<file path="config.mk">
export PLATFORM = sky130hd
export DESIGN_NAME = cbi_host_port
export DESIGN_NICKNAME = d
export VERILOG_FILES = /design/src/cbi_strobe_decode.v /design/src/cbi_serial_deser.v /design/src/cbi_host_port.v
export VERILOG_INCLUDE_DIRS = /design/src /design/src/src
export SDC_FILE = /design/constraint.sdc
export NUM_CORES = 1
export LEC_CHECK = 0
export BUFFER_PORTS_ARGS = -buffer_cell sky130_fd_sc_hd__buf_4
export CORE_UTILIZATION = 53
export CTS_CLUSTER_DIAMETER = 30
export CTS_CLUSTER_SIZE = 8
export DETAILED_ROUTE_END_ITERATION = 10
export PLACE_DENSITY_LB_ADDON = 0.25
export SLEW_MARGIN = 20
export SYNTH_ARGS = -nofsm -noshare
export SYNTH_HDL_FRONTEND = slang
export SYNTH_SLANG_ARGS = --single-unit
export TNS_END_PERCENT = 1
</file>
<file path="constraint.sdc">
create_clock -name sys_clk_in -period 2.7 [get_ports sys_clk_in]
set_clock_uncertainty 0.15 [all_clocks]
set_input_delay 0.405 -clock sys_clk_in [delete_from_list [all_inputs] [get_ports sys_clk_in]]
set_output_delay 0.405 -clock sys_clk_in [all_outputs]
set_load 0.02 [all_outputs]
</file>
<file path="src/cbi_consts.vh">
// Constants for the parallel host port of the time-slot switch
// How it works
// RULE_01: Serial bit clock runs at 4.096 or 8.192 MHz per speed select.
// RULE_02: Serial clock edges time every bit shifted on the serial streams.
// RULE_03: Non-multiplexed bus takes six shared pins as address bits 0 to 5.
// RULE_04: In 16x8 mode first three shared pins are slow serial inputs 8-10.
// RULE_05: In 16x8 mode next three shared pins are slow serial inputs 11-13.
// RULE_06: Strobe pin is active-high data strobe, qualified by low chip select.
// RULE_07: In separate-strobe mode strobe pin is active-low read, drives data.
// RULE_08: Direction pin picks read or write in strobe-style modes.
// RULE_09: In separate-strobe mode direction pin is active-low write strobe.
// RULE_10: No access happens unless the active-low chip select is asserted.
// RULE_11: Data lines carry control register and memory page accesses.
// RULE_12: In multiplexed mode the address arrives on the data lines.
// RULE_13: Multiplex select pin high picks multiplexed bus, low the direct one.
// RULE_14: Address latch samples data lines on falling address strobe edge.
// RULE_15: Open-drain acknowledge pulled low when a transfer has completed.
// RULE_16: Address decode picks control register or selected memory page.
`ifndef CBI_CONSTS_VH
`define CBI_CONSTS_VH

// Bus widths
`define CBI_DATA_W 8
`define CBI_ADDR_W 8
`define CBI_CHAN_W 5
`define CBI_PAGE_W 2

// Address bit that separates control register from memory pages
`define CBI_ADDR_MEM_BIT 5

// Control register layout and reset value
`define CBI_CTRL_RESET 8'h00
`define CBI_CTRL_PAGE_LSB 3
`define CBI_CTRL_PAGE_MSB 4

// Memory page codes held in the control register page field
`define CBI_PAGE_DATA 2'h0
`define CBI_PAGE_CONN_LOW 2'h2
`define CBI_PAGE_CONN_HIGH 2'h3

// Serial clock rates in kHz and the slow stream bit rate in kb/s
`define CBI_SCLK_SLOW_KHZ 4096
`define CBI_SCLK_FAST_KHZ 8192
`define CBI_LOW_RATE_KBPS 2048
// Serial clock edges per slow stream bit, derived from the rates
`define CBI_DIV_SLOW (`CBI_SCLK_SLOW_KHZ / `CBI_LOW_RATE_KBPS)
`define CBI_DIV_FAST (`CBI_SCLK_FAST_KHZ / `CBI_LOW_RATE_KBPS)

// Bits per serial byte
`define CBI_BITS_PER_BYTE 8

`endif

</file>
<file path="src/cbi_strobe_decode.v">
// Read and write access qualifier for the shared strobe pins
`timescale 1ns/10ps
module cbi_strobe_decode (
    input wire sep_strobe_mode_in,
    input wire cs_n_in,
    input wire strobe_or_read_pin_in,
    input wire dir_or_write_pin_in,
    output reg rd_active_out,
    output reg wr_active_out
);

    // Pin meaning follows the bus style; chip select gates both
    always @* begin
        rd_active_out = 1'b0;
        wr_active_out = 1'b0;
        if (!cs_n_in) begin // [RULE_10]
            if (sep_strobe_mode_in) begin
                // Active-low read and write strobes
                rd_active_out = !strobe_or_read_pin_in; // [RULE_07]
                wr_active_out = !dir_or_write_pin_in && strobe_or_read_pin_in; // [RULE_09]
            end else if (strobe_or_read_pin_in) begin // [RULE_06]
                // Direction pin high reads, low writes
                rd_active_out = dir_or_write_pin_in; // [RULE_08]
                wr_active_out = !dir_or_write_pin_in; // [RULE_08]
            end
        end
    end

endmodule // cbi_strobe_decode

</file>
<file path="src/cbi_serial_deser.v">
// Slow-rate serial input deserialiser for a group of streams
`timescale 1ns/10ps
`include "cbi_consts.vh"
module cbi_serial_deser #(
    parameter STREAMS = 3
) (
    input wire sys_clk_in,
    input wire rst_in,
    input wire enable_in,
    input wire bit_tick_in,
    input wire [STREAMS-1:0] serial_in,
    output reg [STREAMS*8-1:0] bytes_out,
    output reg valid_out
);

    reg [STREAMS*8-1:0] shift_q;
    reg [2:0] bit_cnt_q;
    integer i;

    // Shift one bit per tick, MSB first; publish every eighth bit
    always @(posedge sys_clk_in) begin
        if (rst_in || !enable_in) begin
            shift_q <= {STREAMS*8{1'b0}};
            bit_cnt_q <= 3'h0;
            bytes_out <= {STREAMS*8{1'b0}};
            valid_out <= 1'b0;
        end else begin
            valid_out <= 1'b0;
            if (bit_tick_in) begin
                for (i = 0; i < STREAMS; i = i + 1) begin
                    shift_q[i*8 +: 8] <= {shift_q[i*8 +: 7], serial_in[i]};
                end
                bit_cnt_q <= bit_cnt_q + 3'h1;
                if (bit_cnt_q == 3'h7) begin
                    for (i = 0; i < STREAMS; i = i + 1) begin
                        bytes_out[i*8 +: 8] <= {shift_q[i*8 +: 7],
                            serial_in[i]};
                    end
                    valid_out <= 1'b1;
                end
            end
        end
    end

endmodule // cbi_serial_deser

</file>
<file path="src/cbi_host_port.v">
// Parallel host port with address latch, decode and slow serial inputs
`timescale 1ns/10ps
`include "cbi_consts.vh"
module cbi_host_port (
    input wire sys_clk_in,
    input wire rst_in,
    // Bus style pins
    input wire bus_multiplex_select_in,
    input wire sep_strobe_style_in,
    input wire switch_16x8_in,
    input wire serial_speed_select_reg_in,
    // Host bus
    input wire cs_n_in,
    input wire strobe_or_read_pin_in,
    input wire dir_or_write_pin_in,
    input wire address_latch_strobe_in,
    input wire [2:0] low_addr_or_serial_in_a_in,
    input wire [2:0] mid_addr_or_serial_in_b_in,
    input wire [7:0] cpu_data_lines_in,
    output reg [7:0] cpu_data_lines_out,
    output wire cpu_data_lines_oe_out,
    output wire transfer_ack_n_out,
    output wire transfer_ack_n_oe_out,
    // Serial clock
    input wire serial_clk_in,
    output wire serial_bit_tick_out,
    output wire [47:0] serial_in_bytes_out,
    output wire serial_in_valid_out,
    // Switching core side
    output reg [7:0] ctrl_reg_out,
    output reg mem_req_out,
    output reg mem_we_out,
    output reg [1:0] mem_page_out,
    output reg [4:0] mem_addr_out,
    output reg [7:0] mem_wdata_out,
    input wire [7:0] mem_rdata_in,
    input wire mem_ack_in
);

    // Access states
    localparam ST_IDLE = 2'h0;
    localparam ST_WAIT = 2'h1;
    localparam ST_ACK = 2'h2;

    reg [1:0] state_q;
    reg [1:0] state_d;
    reg [7:0] addr_latch_q;
    reg ale_prev_q;
    reg sclk_prev_q;
    reg [1:0] div_cnt_q;
    reg bit_tick_q;
    wire rd_active;
    wire wr_active;
    wire access_active;
    wire sep_strobe_mode;
    wire sclk_rise;
    wire [1:0] div_last;
    wire [7:0] direct_addr;
    wire [7:0] eff_addr;
    wire addr_is_mem;

    // Separate strobes exist only on the multiplexed bus
    assign sep_strobe_mode = bus_multiplex_select_in && sep_strobe_style_in;

    cbi_strobe_decode u_strobe (
        .sep_strobe_mode_in(sep_strobe_mode),
        .cs_n_in(cs_n_in),
        .strobe_or_read_pin_in(strobe_or_read_pin_in),
        .dir_or_write_pin_in(dir_or_write_pin_in),
        .rd_active_out(rd_active),
        .wr_active_out(wr_active)
    );

    assign access_active = rd_active || wr_active;

    // Address source: latch on the multiplexed bus, pins otherwise
    assign direct_addr = {2'h0, mid_addr_or_serial_in_b_in,
        low_addr_or_serial_in_a_in}; // [RULE_03]
    assign eff_addr = bus_multiplex_select_in ? addr_latch_q
        : direct_addr; // [RULE_13]

    // One address bit splits control register from memory pages
    function is_mem_addr;
        input [7:0] a;
        begin
            is_mem_addr = a[`CBI_ADDR_MEM_BIT];
        end
    endfunction

    assign addr_is_mem = is_mem_addr(eff_addr); // [RULE_16]

    // Address strobe falling edge captures the multiplexed address
    always @(posedge sys_clk_in) begin
        if (rst_in) begin
            ale_prev_q <= 1'b0;
            addr_latch_q <= 8'h00;
        end else begin
            ale_prev_q <= address_latch_strobe_in;
            if (bus_multiplex_select_in && ale_prev_q
                && !address_latch_strobe_in) begin // [RULE_14]
                addr_latch_q <= cpu_data_lines_in; // [RULE_12]
            end
        end
    end

    // Serial clock is sampled; its rising edge times every bit
    always @(posedge sys_clk_in) begin
        if (rst_in) begin
            sclk_prev_q <= 1'b0;
        end else begin
            sclk_prev_q <= serial_clk_in;
        end
    end

    assign sclk_rise = serial_clk_in && !sclk_prev_q; // [RULE_02]

    // Divider end points, cut to the counter width on purpose
    wire [31:0] div_fast_last = `CBI_DIV_FAST - 1;
    wire [31:0] div_slow_last = `CBI_DIV_SLOW - 1;

    // Divider length follows the host-selected serial clock rate
    assign div_last = serial_speed_select_reg_in
        ? div_fast_last[1:0] : div_slow_last[1:0]; // [RULE_01]

    // Slow stream bit tick; only serial clock edges advance it
    always @(posedge sys_clk_in) begin
        if (rst_in) begin
            div_cnt_q <= 2'h0;
            bit_tick_q <= 1'b0;
        end else begin
            bit_tick_q <= 1'b0;
            if (sclk_rise) begin // [RULE_02]
                if (div_cnt_q >= div_last) begin
                    div_cnt_q <= 2'h0;
                    bit_tick_q <= 1'b1;
                end else begin
                    div_cnt_q <= div_cnt_q + 2'h1;
                end
            end
        end
    end

    assign serial_bit_tick_out = bit_tick_q;

    // Shared pins become serial inputs only in the 16x8 configuration
    cbi_serial_deser #(
        .STREAMS(3)
    ) u_deser_a (
        .sys_clk_in(sys_clk_in),
        .rst_in(rst_in),
        .enable_in(switch_16x8_in), // [RULE_04]
        .bit_tick_in(bit_tick_q),
        .serial_in(low_addr_or_serial_in_a_in),
        .bytes_out(serial_in_bytes_out[23:0]),
        .valid_out(serial_in_valid_out)
    );

    cbi_serial_deser #(
        .STREAMS(3)
    ) u_deser_b (
        .sys_clk_in(sys_clk_in),
        .rst_in(rst_in),
        .enable_in(switch_16x8_in), // [RULE_05]
        .bit_tick_in(bit_tick_q),
        .serial_in(mid_addr_or_serial_in_b_in),
        .bytes_out(serial_in_bytes_out[47:24]),
        .valid_out()
    );

    // Next access state
    always @* begin
        state_d = state_q;
        case (state_q)
            ST_IDLE: begin
                if (access_active) begin // [RULE_10]
                    state_d = addr_is_mem ? ST_WAIT : ST_ACK;
                end
            end
            ST_WAIT: begin
                // Core must answer; the host keeps its strobe meanwhile
                if (mem_ack_in) begin
                    state_d = ST_ACK;
                end
            end
            ST_ACK: begin
                if (!access_active) begin
                    state_d = ST_IDLE;
                end
            end
            default: begin
                state_d = ST_IDLE;
            end
        endcase
    end

    // Access sequencing, control register and read data capture
    always @(posedge sys_clk_in) begin
        if (rst_in) begin
            state_q <= ST_IDLE;
            ctrl_reg_out <= `CBI_CTRL_RESET;
            mem_req_out <= 1'b0;
            mem_we_out <= 1'b0;
            mem_page_out <= `CBI_PAGE_DATA;
            mem_addr_out <= 5'h00;
            mem_wdata_out <= 8'h00;
            cpu_data_lines_out <= 8'h00;
        end else begin
            state_q <= state_d;
            mem_req_out <= 1'b0;
            if (state_q == ST_IDLE && access_active) begin
                if (addr_is_mem) begin
                    // Page comes from the control register field
                    mem_req_out <= 1'b1; // [RULE_16]
                    mem_we_out <= wr_active;
                    mem_page_out <= ctrl_reg_out[`CBI_CTRL_PAGE_MSB:
                        `CBI_CTRL_PAGE_LSB];
                    mem_addr_out <= eff_addr[4:0];
                    mem_wdata_out <= cpu_data_lines_in; // [RULE_11]
                end else begin
                    if (wr_active) begin
                        ctrl_reg_out <= cpu_data_lines_in; // [RULE_11]
                    end
                    // Old value; a same-access write shows next time
                    cpu_data_lines_out <= ctrl_reg_out;
                end
            end
            if (state_q == ST_WAIT && mem_ack_in) begin
                // Loaded with the ack so the host takes both at once
                cpu_data_lines_out <= mem_rdata_in; // [RULE_11]
            end
        end
    end

    // Drive data only during a read; write data held off the pins
    assign cpu_data_lines_oe_out = rd_active; // [RULE_07]

    // Open drain: pull low while the transfer stands completed
    assign transfer_ack_n_out = 1'b0;
    assign transfer_ack_n_oe_out = (state_q == ST_ACK); // [RULE_15]

endmodule // cbi_host_port

</file>
Yosys cells after proc, flatten, opt, wreduce, memory -nomap -nowiden
Cells that the tools add are included.
- flip-flop bits (word level): 147
- input port bits: 34
- output and inout bits: 86
- logic and storage cells: 81
- add/subtract/negate cells: 3
- magnitude comparators: 1
- equality and inequality tests: 8
- multiplexer cells: 20
- bitwise gates (word level): 4
- reduce and logical (&&, ||, !) cells: 25
- operator list (operator ; count):
    $mux W8 ; 3
    $mux W2 ; 6
    $mux W1 ; 9
    $reduce_and A2 Y1 ; 4
    $logic_and A1 B1 Y1 ; 7
    $add A3 B1 Y3 const B ; 2
    $eq A3 B3 Y1 const B ; 2
    $mux W6 ; 1
    $ne A2 B2 Y1 const B ; 3
    $pmux W2 S3 ; 1
    $reduce_and A3 Y1 ; 2
    $reduce_or A2 Y1 ; 3
    $logic_not A1 Y1 ; 5
    $not A1 Y1 ; 4
    $add A2 B1 Y2 const B ; 1
    $eq A2 B1 Y1 const B ; 1
    $eq A2 B2 Y1 const B ; 1
    $ge A2 B2 Y1 ; 1
    $logic_not A2 Y1 ; 1
    $logic_or A1 B1 Y1 ; 2
    $ne A2 B1 Y1 const B ; 1
    $reduce_bool A2 Y1 ; 1

Longest topological paths before layout
Gate-level depths: netlist of run 1.
- word-level depth: 8
- depth in mapped cells: 7
- mapped depth without buffers: 5

Hierarchy
From an unflattened synthesis of run 1, not the netlist that was laid out.
- cell total of the unflattened synthesis: 613
- area total of the unflattened synthesis: 6049.6 um^2
- by module, submodules not included (module ; instances ; cells an instance ; area each (um^2) ; sequential area each (um^2)):
    cbi_serial_deser ; 2 ; 192 ; 1980.6 ; 980.9
    cbi_host_port ; 1 ; 225 ; 2058.2 ; 920.9
    cbi_strobe_decode ; 1 ; 4 ; 30.0 ; 0.0

Worst setup path before layout of run 1
Ideal clock, no wire load.
- path kind: input to register
- start point: input bus_multiplex_select_in
- end point: register mem_we_out
- library setup time: 0.128 ns
- arrival time: 1.673 ns
- data required time: 2.422 ns
- setup slack: 0.750 ns
- stages on the path: 6
- path buffers: 2
- cell sequence: buf_4 and4_4 or4_1 clkbuf_1 a32oi_1 nor2_1
- cells in the longest elaborated chain, start to end: 6
- elaborated cells on any way between the ends: 9
- those cells by class: 5 x mux; 4 x reduce/logical
- ends and longest elaborated chain (what ; RTL line ; RTL):
    start: declaration ; cbi_host_port.v:8 ; input wire bus_multiplex_select_in,
    $logic_and A1 B1 Y1 ; cbi_host_port.v:63 ; assign sep_strobe_mode = bus_multiplex_select_in && sep_strobe_style_in;
    $mux W1 ; cbi_strobe_decode.v:17 ; if (sep_strobe_mode_in) begin
    $mux W1 ; cbi_strobe_decode.v:16 ; if (!cs_n_in) begin
    $logic_or A1 B1 Y1 ; cbi_host_port.v:74 ; assign access_active = rd_active || wr_active;
    $logic_and A1 B1 Y1 ; cbi_host_port.v:210 ; if (state_q == ST_IDLE && access_active) begin
    $reduce_and A2 Y1 (no line) ; n/a ;
    end signal: assignment ; cbi_host_port.v:214 ; mem_we_out <= wr_active;
    end: declaration ; cbi_host_port.v:32 ; output reg mem_we_out,
Several ways; a longest one is shown, not always the timed one.
A chain may end at the register's enable or synchronous reset.

Worst setup path in the final report of run 1
- start point: register bit_tick_q, in the netlist serial_bit_tick_out
- end point: output serial_bit_tick_out
- RTL lines (what ; RTL line ; RTL):
    start: declaration ; cbi_host_port.v:51 ; reg bit_tick_q;
    start signal: assignment ; cbi_host_port.v:129 ; bit_tick_q <= 1'b0;
    start signal: assignment ; cbi_host_port.v:131 ; bit_tick_q <= 1'b0;
    start signal: assignment ; cbi_host_port.v:135 ; bit_tick_q <= 1'b1;
    end: declaration ; cbi_host_port.v:26 ; output wire serial_bit_tick_out,
No word-level cell between the ends.

==> results.toml, run 1 <==
[power_and_ir_drop]
p_clk_share_pct = 47.8
p_switching_mw = 0.994
ir_drop_uv = 405
pwr-share-seq_pct = 47.0
intPower_mw = 3.57
combinationalPowerShare_pct = 5.1
p_per_area_mw_per_mm2 = 669
leakagePower_nw = 2.69
switching_share_pct = 21.8
p_total_mw = 4.57

[drt]
firstDrtPassIters = 4
routed_via_density = 5.13
drt-initial-drc-count = 140
dr_total_vias = 4229
routed_wl_um = 11000
drc_errors = 0
drt.antenna.violating_nets = 0
wire_per_inst_um = 13.4

[place]
dpl.hpwl_um = 7390
io_buffers = 118
gp_congestion = 0.831
dpl_cell_area_mm2 = 0.00621

[setup_path]
worstSetupStartpointType = "flop"
critPathLaunch = "serial_bit_tick_out"
cp-endpoint = "serial_bit_tick_out"
r2r_cells = 4
end_kind = "output pin"
timing.rr.end = "mem_we_out"
worst_ep_arrival_time_ns = 1.67
cp_max_fo = 22
required_ns = 2.14
critPathKind = "flop to output pin"
reg2reg_from = "state_q[1]"
r2r_slack_ns = 0.68

[floorplan]
start_util_pct = 55.6
rows = 35
coreArea_mm2 = 0.00942
die_x_um = 101
die_area_mm2 = 0.0103
io_pins = 120
die_h_um = 101

[layout]
fin_nets = 723
n_fill_cell = 717
areaGrowthSynthToFinish_pct = 30.3
layout_commonest_cell = "dfxtp_1"
diodes = 0
final_area_mm2 = 0.00683
final_layout_size_suffix_gt1_share_pct = 23.7
fin_util_pct = 72.5
final_cell_mix = "dfxtp_1, buf_4, nand2_1"

[clock_tree]
cts-resized-gates = 0
root_buffer = "clkbuf_8"
tritoncts = "yes"
htree_levels = 4
clock_path_buffers = 2
cts.sinks = 143
cts_setup_buffers = 0
cts_buffers = 17
cts_hold_buf = 5
clk_pin_slew_worst_paths_ns = 0.06
clk_latency_ns = 0.50

[synth]
ys_types = 31
async_flop_share_pct = 0
yosysTopAreaCell = "dfxtp_1"
ys_warn_count = 0
synth_area_mm2 = 0.00524
synthFlopType = "dfxtp_1"
ys_ff_latch = 143
synthTopCellsByArea = "dfxtp_1, mux2i_1, nand2_1"
yosysSeqAreaShare_pct = 54.7
syn_inst = 573
avgSynthCellArea_um2 = 9.14
synth_edf_count = 0
synth_top_area_share_pct = 54.7
synth_nets = 612

[sta]
tightest_slew_ns = 0.846
maxSlewHeadroom_pct = 43.6
finalCriticalPeriod_ns = 2.22
setup_tns_ns = 0
slew_violations = 0
hold_viol_final = 0
rsz0062_at_grt = "no"
period_share_pct = 82.4
timing.fmax_mhz = 449
finalSetupViolCount = 0

[global_route]
grt_pass1_vias = 3944
grt_first_pass_wirelength_um = 18000
antenna_found_initial = 0
gr-total-overflow = 0
grt_use_total_pct = 22.3
grt_max_degree = 66

[run_status]
status = "finished, final reports clean"

[min_path]
hold_class = "primary input to flop"

[job]
max_cap_violations = 0
-- per-stage QoR --
step,worst slack [ns],hold WS (ns),cells
finish,0.475,0.0207,825
global route,0.377,0.00642,825
CTS,0.441,0.000593,825
detailed placement,0.557,0.297,789
global placement,0.622,0.288,789
floorplan,0.750,0.281,573
-- flip-flops by register name, summed over array words and instances (netlist names), 2 cells and up --
signal	cells
addr_latch_q	6
mem_page_out	2
state_q	2
u_deser_b.bit_cnt_q	3
u_deser_b.bytes_out	24
u_deser_a.bytes_out	24
mem_wdata_out	8
u_deser_a.bit_cnt_q	3
cpu_data_lines_out	8
mem_addr_out	5
ctrl_reg_out	8
u_deser_a.shift_q	21
div_cnt_q	2
u_deser_b.shift_q	21
-- worst min path at each step --
stage | start | to | slack, ns | cells past startpoint
after floorplan | u_deser_a.shift_q[14] | u_deser_a.bytes_out[15] | 0.28 | 2
after global placement | u_deser_b.shift_q[6] | u_deser_b.bytes_out[7] | 0.29 | 2
after detailed placement | u_deser_b.bytes_out[7] | u_deser_b.bytes_out[7] | 0.30 | 2
after CTS | cpu_data_lines_in[5] | ctrl_reg_out[5] | 0.0006 | 3
after global routing | low_addr_or_serial_in_a_in[1] | u_deser_a.shift_q[8] | 0.006 | 3
final | cpu_data_lines_in[2] | addr_latch_q[2] | 0.02 | 3
-- layout make-up --
class / instances / area, um2 / area share, %
flip-flops and latches: 143 / 2860 / 42.0
clock buffers: 18 / 428 / 6.27
repair buffers: 130 / 1000 / 14.7
clock inverters: 13 / 138 / 2.02
multi-input cells: 390 / 2230 / 32.6
well taps: 129 / 161 / 2.36
inverters: 2 / 7.51 / 0.110
-- worst max-delay path: stages, from the launching register on --
cell	delay, ns
dfxtp_2	0.53
buf_4	0.41
buf_4	0.21
-- synth_stat cells, types with 2 or more instances --
library cell  count
and2_1            2
nand2_1         119
nand2b_1          2
buf_4             2
dfxtp_1         143
inv_1             2
clkbuf_1         28
buf_2             3
xnor2_1           2
nand3_1           3
nor2_1           84
nand3b_1          2
ha_1              5
nor2b_1           4
a32oi_1           2
nor3_1            4
a21oi_1          63
a211oi_1         13
buf_1             5
mux2i_1          74
-- cell families (layout without fill, tap and decap cells) --
kind of cell / after synthesis / after routing / synth area share (%)
flops: 143 / 143 / 54.7
buf+inv: 40 / 163 / 3.08
compound gates: 81 / 81 / 8.62
mux: 75 / 75 / 14.4
fa+ha+maj: 5 / 5 / 1.19
other cells: 1 / 1 / 0.0716
xor+xnor: 2 / 2 / 0.335
simple gates: 226 / 226 / 17.7
-- power by group through the flow --
stage	clock [mW]	sequential (mW)	combinational (mW)
final	2.18	2.15	0.234
after global routing	2.33	2.15	0.254
after CTS	2.23	2.15	0.235
after detailed placement	0	2.19	0.227
after global placement	0	2.19	0.223
after floorplan	0	2.21	0.116
-- layer usage --
metal  share of wire [%]  vias up  GRT usage [%]
met4                 1.7        0           10.3
li1                    -     2128              -
met2                  49       99           35.9
met3                 4.2       12           5.18
met1                  45     1990           28.4
met5                   0        -              0
(Power assumes the default switching activity.)
==> inputs of run 2 (changes only) <==
--- a/config.mk
+++ b/config.mk
@@ -6,6 +6,7 @@
 export SDC_FILE = /design/constraint.sdc
 export NUM_CORES = 1
 export LEC_CHECK = 0
+export ABC_AREA = 1
 export BUFFER_PORTS_ARGS = -buffer_cell sky130_fd_sc_hd__buf_4
 export CORE_UTILIZATION = 53
 export CTS_CLUSTER_DIAMETER = 30
==> constraint.sdc (replaced) <==
create_clock -name sys_clk_in -period 2.1 [get_ports sys_clk_in]
set_clock_uncertainty 0.15 [all_clocks]
set_input_delay 0.315 -clock sys_clk_in [delete_from_list [all_inputs] [get_ports sys_clk_in]]
set_output_delay 0.315 -clock sys_clk_in [all_outputs]
set_load 0.02 [all_outputs]
==> run 2 against run 1 <==
Sequential power is 29% higher; first-iteration DRC count is 19% higher; core utilization is 0.46 points lower; area after synthesis is 2.0% higher; flip-flop and latch count stayed put; cell area is 3.2% higher; die area is 1.9% higher; critical endpoint unchanged; largest cell class unchanged.
==> results.toml, run 2 <==
[clock_tree]
tritoncts = "yes"
root_buffer = "clkbuf_8"
clock_path_buffers = 2
cts_buffers = 17
cts.sinks = 143
clk_pin_slew_worst_paths_ns = 0.07
clk_latency_ns = 0.52
htree_levels = 4

[sta]
setup_tns_ns = 0
hold_viol_final = 0
slew_violations = 0
finalSetupViolCount = 0
tightest_slew_ns = 0.855
maxSlewHeadroom_pct = 42.8
period_share_pct = 89.9
rsz0062_at_grt = "no"
finalCriticalPeriod_ns = 1.89
timing.fmax_mhz = 530

[place]
gp_congestion = 0.843
dp.cells = 899
dpl.hpwl_um = 8490
io_buffers = 118

[global_route]
grt_max_degree = 49
gr-total-overflow = 0
grt_pass1_vias = 4498
grt_use_total_pct = 25.8
grt_first_pass_wirelength_um = 20800
antenna_found_initial = 1

[synth]
synth_edf_count = 0
synth_compound_area_share_pct = 14.3
synthFlopType = "dfxtp_1"
yosysSeqAreaShare_pct = 53.6
synth.area.mux_share_pct = 0
synthTopCellsByCount = "dfxtp_1, nand2_1, nor2_1, a21oi_1, o21ai_0"
synthTopCellsByArea = "dfxtp_1, nand2_1, nor2_1"
synth_adder_area_share_pct = 1.17
synth_top_family_by_area = "simple AND/OR/NAND/NOR gates"
synth-xor-area-share_pct = 0.492
syn_inst = 676
yosysTopAreaCell = "dfxtp_1"
synthSimpleGateAreaFrac_pct = 24.2
synth_nets = 715
ys_warn_count = 0
yosysMostFrequentCell = "dfxtp_1"
ys_types = 34
avgSynthCellArea_um2 = 7.90
async_flop_share_pct = 0
synth_top_area_share_pct = 53.6
synth_area_mm2 = 0.00534
ys_ff_latch = 143

[layout]
areaGrowthSynthToFinish_pct = 31.9
reg_top3 = "u_deser_a.bytes_out (24), u_deser_b.bytes_out (24)"
fin_nets = 841
finalNonFillerCells = 949
final_cell_mix = "dfxtp_1, nand2_1, buf_4"
layout_commonest_cell = "dfxtp_1"
n_fill_cell = 792
final_layout_size_suffix_gt1_share_pct = 22.2

[floorplan]
start_util_pct = 54.6
io_pins = 120
die_h_um = 102
rows = 36
die_x_um = 102
coreArea_mm2 = 0.00977
die_area_mm2 = 0.0105

[setup_path]
required_ns = 1.63
r2r_cells = 6
end_kind = "output pin"
worst_ep_arrival_time_ns = 1.42
r2r_slack_ns = 0.26
reg2reg_from = "u_deser_a.bit_cnt_q[0]"
timing.rr.end = "u_deser_a.bytes_out[4]"
cpMaxStageDelayCell = "dfxtp_2"
path_delay_family = "flip-flops"
critPathKind = "flop to output pin"
critical_path_buf_inv_count = 2
crit_chain = "buf_4 > buf_4"
cpPeakStageDelay_ns = 0.48
cp_max_fo = 15
worstSetupStartpointType = "flop"
crit_top_cell = "buf_4"

[drt]
wire_per_inst_um = 13.5
drt-initial-drc-count = 166
drt.antenna.violating_nets = 0
routed_via_density = 5.08
routed_wl_um = 12900
drc_errors = 0
dr_total_vias = 4824
firstDrtPassIters = 7

[power_and_ir_drop]
p_per_area_mw_per_mm2 = 867
ir_drop_uv = 702
leakagePower_nw = 2.95

[run_status]
status = "finished, final reports clean"

[min_path]
hold-path-endpoint = "cpu_data_lines_out[3]"
whs_path_depth = 5
min_from = "mem_rdata_in[3]"
hold_class = "primary input to flop"

[job]
max_cap_violations = 0
## run 2: worst min-delay path, cell delays in order
cell and delay (ns):
buf_4 0.11, inv_1 0.04, o21ai_0 0.07, nand2_1 0.07, a21oi_1 0.05
## run 2: timing repair
action / CTS / global route
hold endpoints to repair: 37 / 0
buffers inserted: 0 / 0
resized for setup: 0 / 0
hold buffers: 17 / 0
## run 2: where the power goes
group	leakage [nW]	internal (mW)	total (mW)	switching (mW)
clock	0.278	1.75	2.94	1.19
combinational	1.52	0.163	0.400	0.237
sequential	1.15	2.75	2.77	0.0244
## run 2: worst max path at each step
| stage | start | endpoint | depth (start not counted) |
|---|---|---|---|
| after floorplan | u_deser_a.bit_cnt_q[0] | u_deser_a.bytes_out[16] | 8 |
| after global placement | bus_multiplex_select_in | mem_wdata_out[7] | 8 |
| after CTS | serial_bit_tick_out | serial_bit_tick_out | 2 |
| final | serial_bit_tick_out | serial_bit_tick_out | 2 |
| after detailed placement | bus_multiplex_select_in | mem_wdata_out[3] | 8 |
| after global routing | u_deser_a.bit_cnt_q[0] | u_deser_a.bytes_out[14] | 7 |
## run 2: layer usage
metal	track usage (%)	vias to the layer above	wire [um]
li1	-	2434	-
met2	45.3	156	6540
met1	30.4	2205	5420
met3	5.20	29	572
met4	11.6	0	323
met5	0	-	0
## run 2: cell families (layout without fill, tap and decap cells)
kind of cell,count (synthesis),after routing
xor gates and xnor gates,3,3
adders and majority gates,5,5
and+or+nand+nor,303,303
buffers and inverters,71,210
other,1,2
AOI/OAI and AO/OA,150,150
DFF,143,143
## run 2: cell type report
| cell class | instances | area, um2 | area share, % |
|---|---|---|---|
| diodes | 1 | 2.50 | 0.0355 |
| clock buffers | 19 | 432 | 6.13 |
| clock inverters | 13 | 155 | 2.20 |
| inverters | 33 | 128 | 1.81 |
| multi-input cells | 462 | 2150 | 30.5 |
| flip-flops and latches | 143 | 2860 | 40.7 |
| well taps | 133 | 166 | 2.36 |
| repair buffers | 145 | 1140 | 16.2 |
## run 2: metrics by stage
| step | power [mW] | util (%) | hold WS [ns] | setup slack (ns) | area, um2 |
|---|---|---|---|---|---|
| 2_1_floorplan | 3.07 | - | 0.227 | 0.546 | 5340 |
| 3_3_place_gp | 3.19 | 64.3 | 0.295 | 0.309 | 6280 |
| 3_5_place_dp | 3.20 | 64.3 | 0.297 | 0.255 | 6280 |
| 4_1_cts | 6.14 | 72.0 | 0.00543 | 0.188 | 7040 |
| 5_1_grt | 6.30 | 72.0 | 0.0383 | 0.0840 | 7040 |
| 6_report | 6.11 | 72.0 | 0.0207 | 0.212 | 7040 |
==> inputs of run 3 (changes only) <==
--- a/config.mk
+++ b/config.mk
@@ -8,6 +8,7 @@
 export LEC_CHECK = 0
 export ABC_AREA = 1
 export BUFFER_PORTS_ARGS = -buffer_cell sky130_fd_sc_hd__buf_4
+export CORE_ASPECT_RATIO = 0.5
 export CORE_UTILIZATION = 53
 export CTS_CLUSTER_DIAMETER = 30
 export CTS_CLUSTER_SIZE = 8
==> run 3 against run 2 <==
Largest cell class unchanged; largest power group unchanged; cell area fell by 1.2%; register-to-register slack got worse by 0.12 ns; total power rose by 3.8%; cell count shrank 1.5%; core utilization is 0.40 points higher; sequential share of layout area up 0.50 points; clock-buffer cell count down 1; critical path depth increased by 5.
==> results.toml, run 3 (synthesized netlist as in run 2, its figures left out) <==
[layout]
final_area_mm2 = 0.00696
layout_commonest_cell = "dfxtp_1"
n_fill_cell = 761
fin_nets = 826
reg_top3 = "u_deser_a.bytes_out (24), u_deser_b.bytes_out (24)"
final_cell_mix = "dfxtp_1, nand2_1, buf_4"
multiInputGateArea_mm2 = 0.00215
final_layout_size_suffix_gt1_share_pct = 22.5
diodes = 0
seq_area_mm2 = 0.00286
finalNonFillerCells = 935
areaGrowthSynthToFinish_pct = 30.3

[global_route]
antenna_found_initial = 0
grt_max_degree = 63
gr-total-overflow = 0
grt_first_pass_wirelength_um = 20000
grt_use_total_pct = 24.6
grt_pass1_vias = 4236

[clock_tree]
clk_pin_slew_worst_paths_ns = 0.06
clk_latency_ns = 0.41
cts_buffers = 17
htree_levels = 4
clock_path_buffers = 2
root_buffer = "clkbuf_16"
cts_setup_buffers = 0
tritoncts = "yes"
cts.sinks = 143

[min_path]
hold-path-endpoint = "ctrl_reg_out[0]"
hold_class = "primary input to flop"
whs_path_depth = 3
min_from = "cpu_data_lines_in[0]"

[setup_path]
critPathKind = "flop to flop"
end_kind = "flop"
worstSetupStartpointType = "flop"
worst_ep_arrival_time_ns = 2.09
required_ns = 2.23
r2r_cells = 7
reg2reg_from = "u_deser_a.bit_cnt_q[0]"
cp_max_fo = 19
timing.rr.end = "u_deser_a.bytes_out[1]"
r2r_slack_ns = 0.14

[floorplan]
die_h_um = 73.0
coreArea_mm2 = 0.00960
io_pins = 120
rows = 25
die_area_mm2 = 0.0105
start_util_pct = 55.6
die_x_um = 144

[sta]
slew_violations = 0
hold_viol_final = 0
setup_tns_ns = 0
timing.fmax_mhz = 511
finalSetupViolCount = 0
maxSlewHeadroom_pct = 50.4
tightest_slew_ns = 0.743
period_share_pct = 93.1
finalCriticalPeriod_ns = 1.96

[drt]
drc_errors = 0
wire_per_inst_um = 13.0
dr_total_vias = 4761
drt.antenna.violating_nets = 0
routed_via_density = 5.09
firstDrtPassIters = 5
routed_wl_um = 12200
drt-initial-drc-count = 249

[place]
io_buffers = 118
dpl.hpwl_um = 7860
gp_congestion = 0.807
dp.cells = 899
dpl_cell_area_mm2 = 0.00628

[power_and_ir_drop]
p_per_area_mw_per_mm2 = 912
p_total_mw = 6.34
ir_drop_uv = 579
leakagePower_nw = 2.92

[run_status]
status = "finished, final reports clean"

[job]
max_cap_violations = 0
[run 3: cell count changes in the layout (fill, tap and decap cells not counted), sizes merged]
cell	change
clkinvlp	-2
buf	-2
clkinv	+1
diode	-1
dlygate4sd3	-13
bufinv	+2
clkbuf	-1
[run 3: routing by layer]
metal  up-vias  track usage [%]  wire length (um)
met5         -                0                 0
met4         0             9.81               115
met3        17             5.91               797
met2       147             40.8              5750
met1      2183             31.2              5530
li1       2414                -                 -
[run 3: final cells by class]
class	count	share of cell area [%]
multi-input combinational	462	31.0
clock buffer	18	6.17
sequential	143	41.2
timing repair buffer	130	14.5
inverter	33	1.83
tap	135	2.43
clock inverter	14	2.91
[run 3: timing repair]
action,CTS,global route
endpoints found under the setup margin,0,5
hold buffers,4,0
gates resized for setup,0,1
endpoints found under the hold margin,4,0
[run 3: worst max-delay path: stages (launching register included)]
cell	delay, ns
dfxtp_1	0.32
ha_1	0.20
ha_1	0.20
nand2_1	0.11
buf_4	0.25
inv_1	0.26
o21ai_0	0.27
a21oi_1	0.07
[run 3: worst max path at each step]
stage | from | endpoint | slack, ns
after floorplan | u_deser_a.bit_cnt_q[0] | u_deser_a.bytes_out[16] | 0.55
after global placement | u_deser_a.bit_cnt_q[0] | u_deser_a.bytes_out[6] | 0.29
after detailed placement | u_deser_a.bit_cnt_q[0] | u_deser_a.bytes_out[6] | 0.25
after CTS | u_deser_a.bit_cnt_q[0] | u_deser_a.bytes_out[1] | 0.21
after global routing | u_deser_a.bit_cnt_q[0] | u_deser_a.bytes_out[1] | -0.007
final | u_deser_a.bit_cnt_q[0] | u_deser_a.bytes_out[1] | 0.14
[run 3: stage by stage]
stage                     hold slack, ns  util [%]  worst slack, ns
final                             0.0146      72.4            0.144
after global routing              0.0182      72.4         -0.00742
after CTS                        0.00752      72.4            0.208
after detailed placement           0.305      65.4            0.247
after global placement             0.294      65.4            0.291
after floorplan                    0.227         -            0.546
[run 3: where the power goes]
part / switching (mW) / total (mW) / internal (mW) / leakage, nW
combinational: 0.233 / 0.380 / 0.148 / 1.46
sequential: 0.0217 / 2.77 / 2.75 / 1.15
clock: 1.18 / 3.19 / 2.01 / 0.306
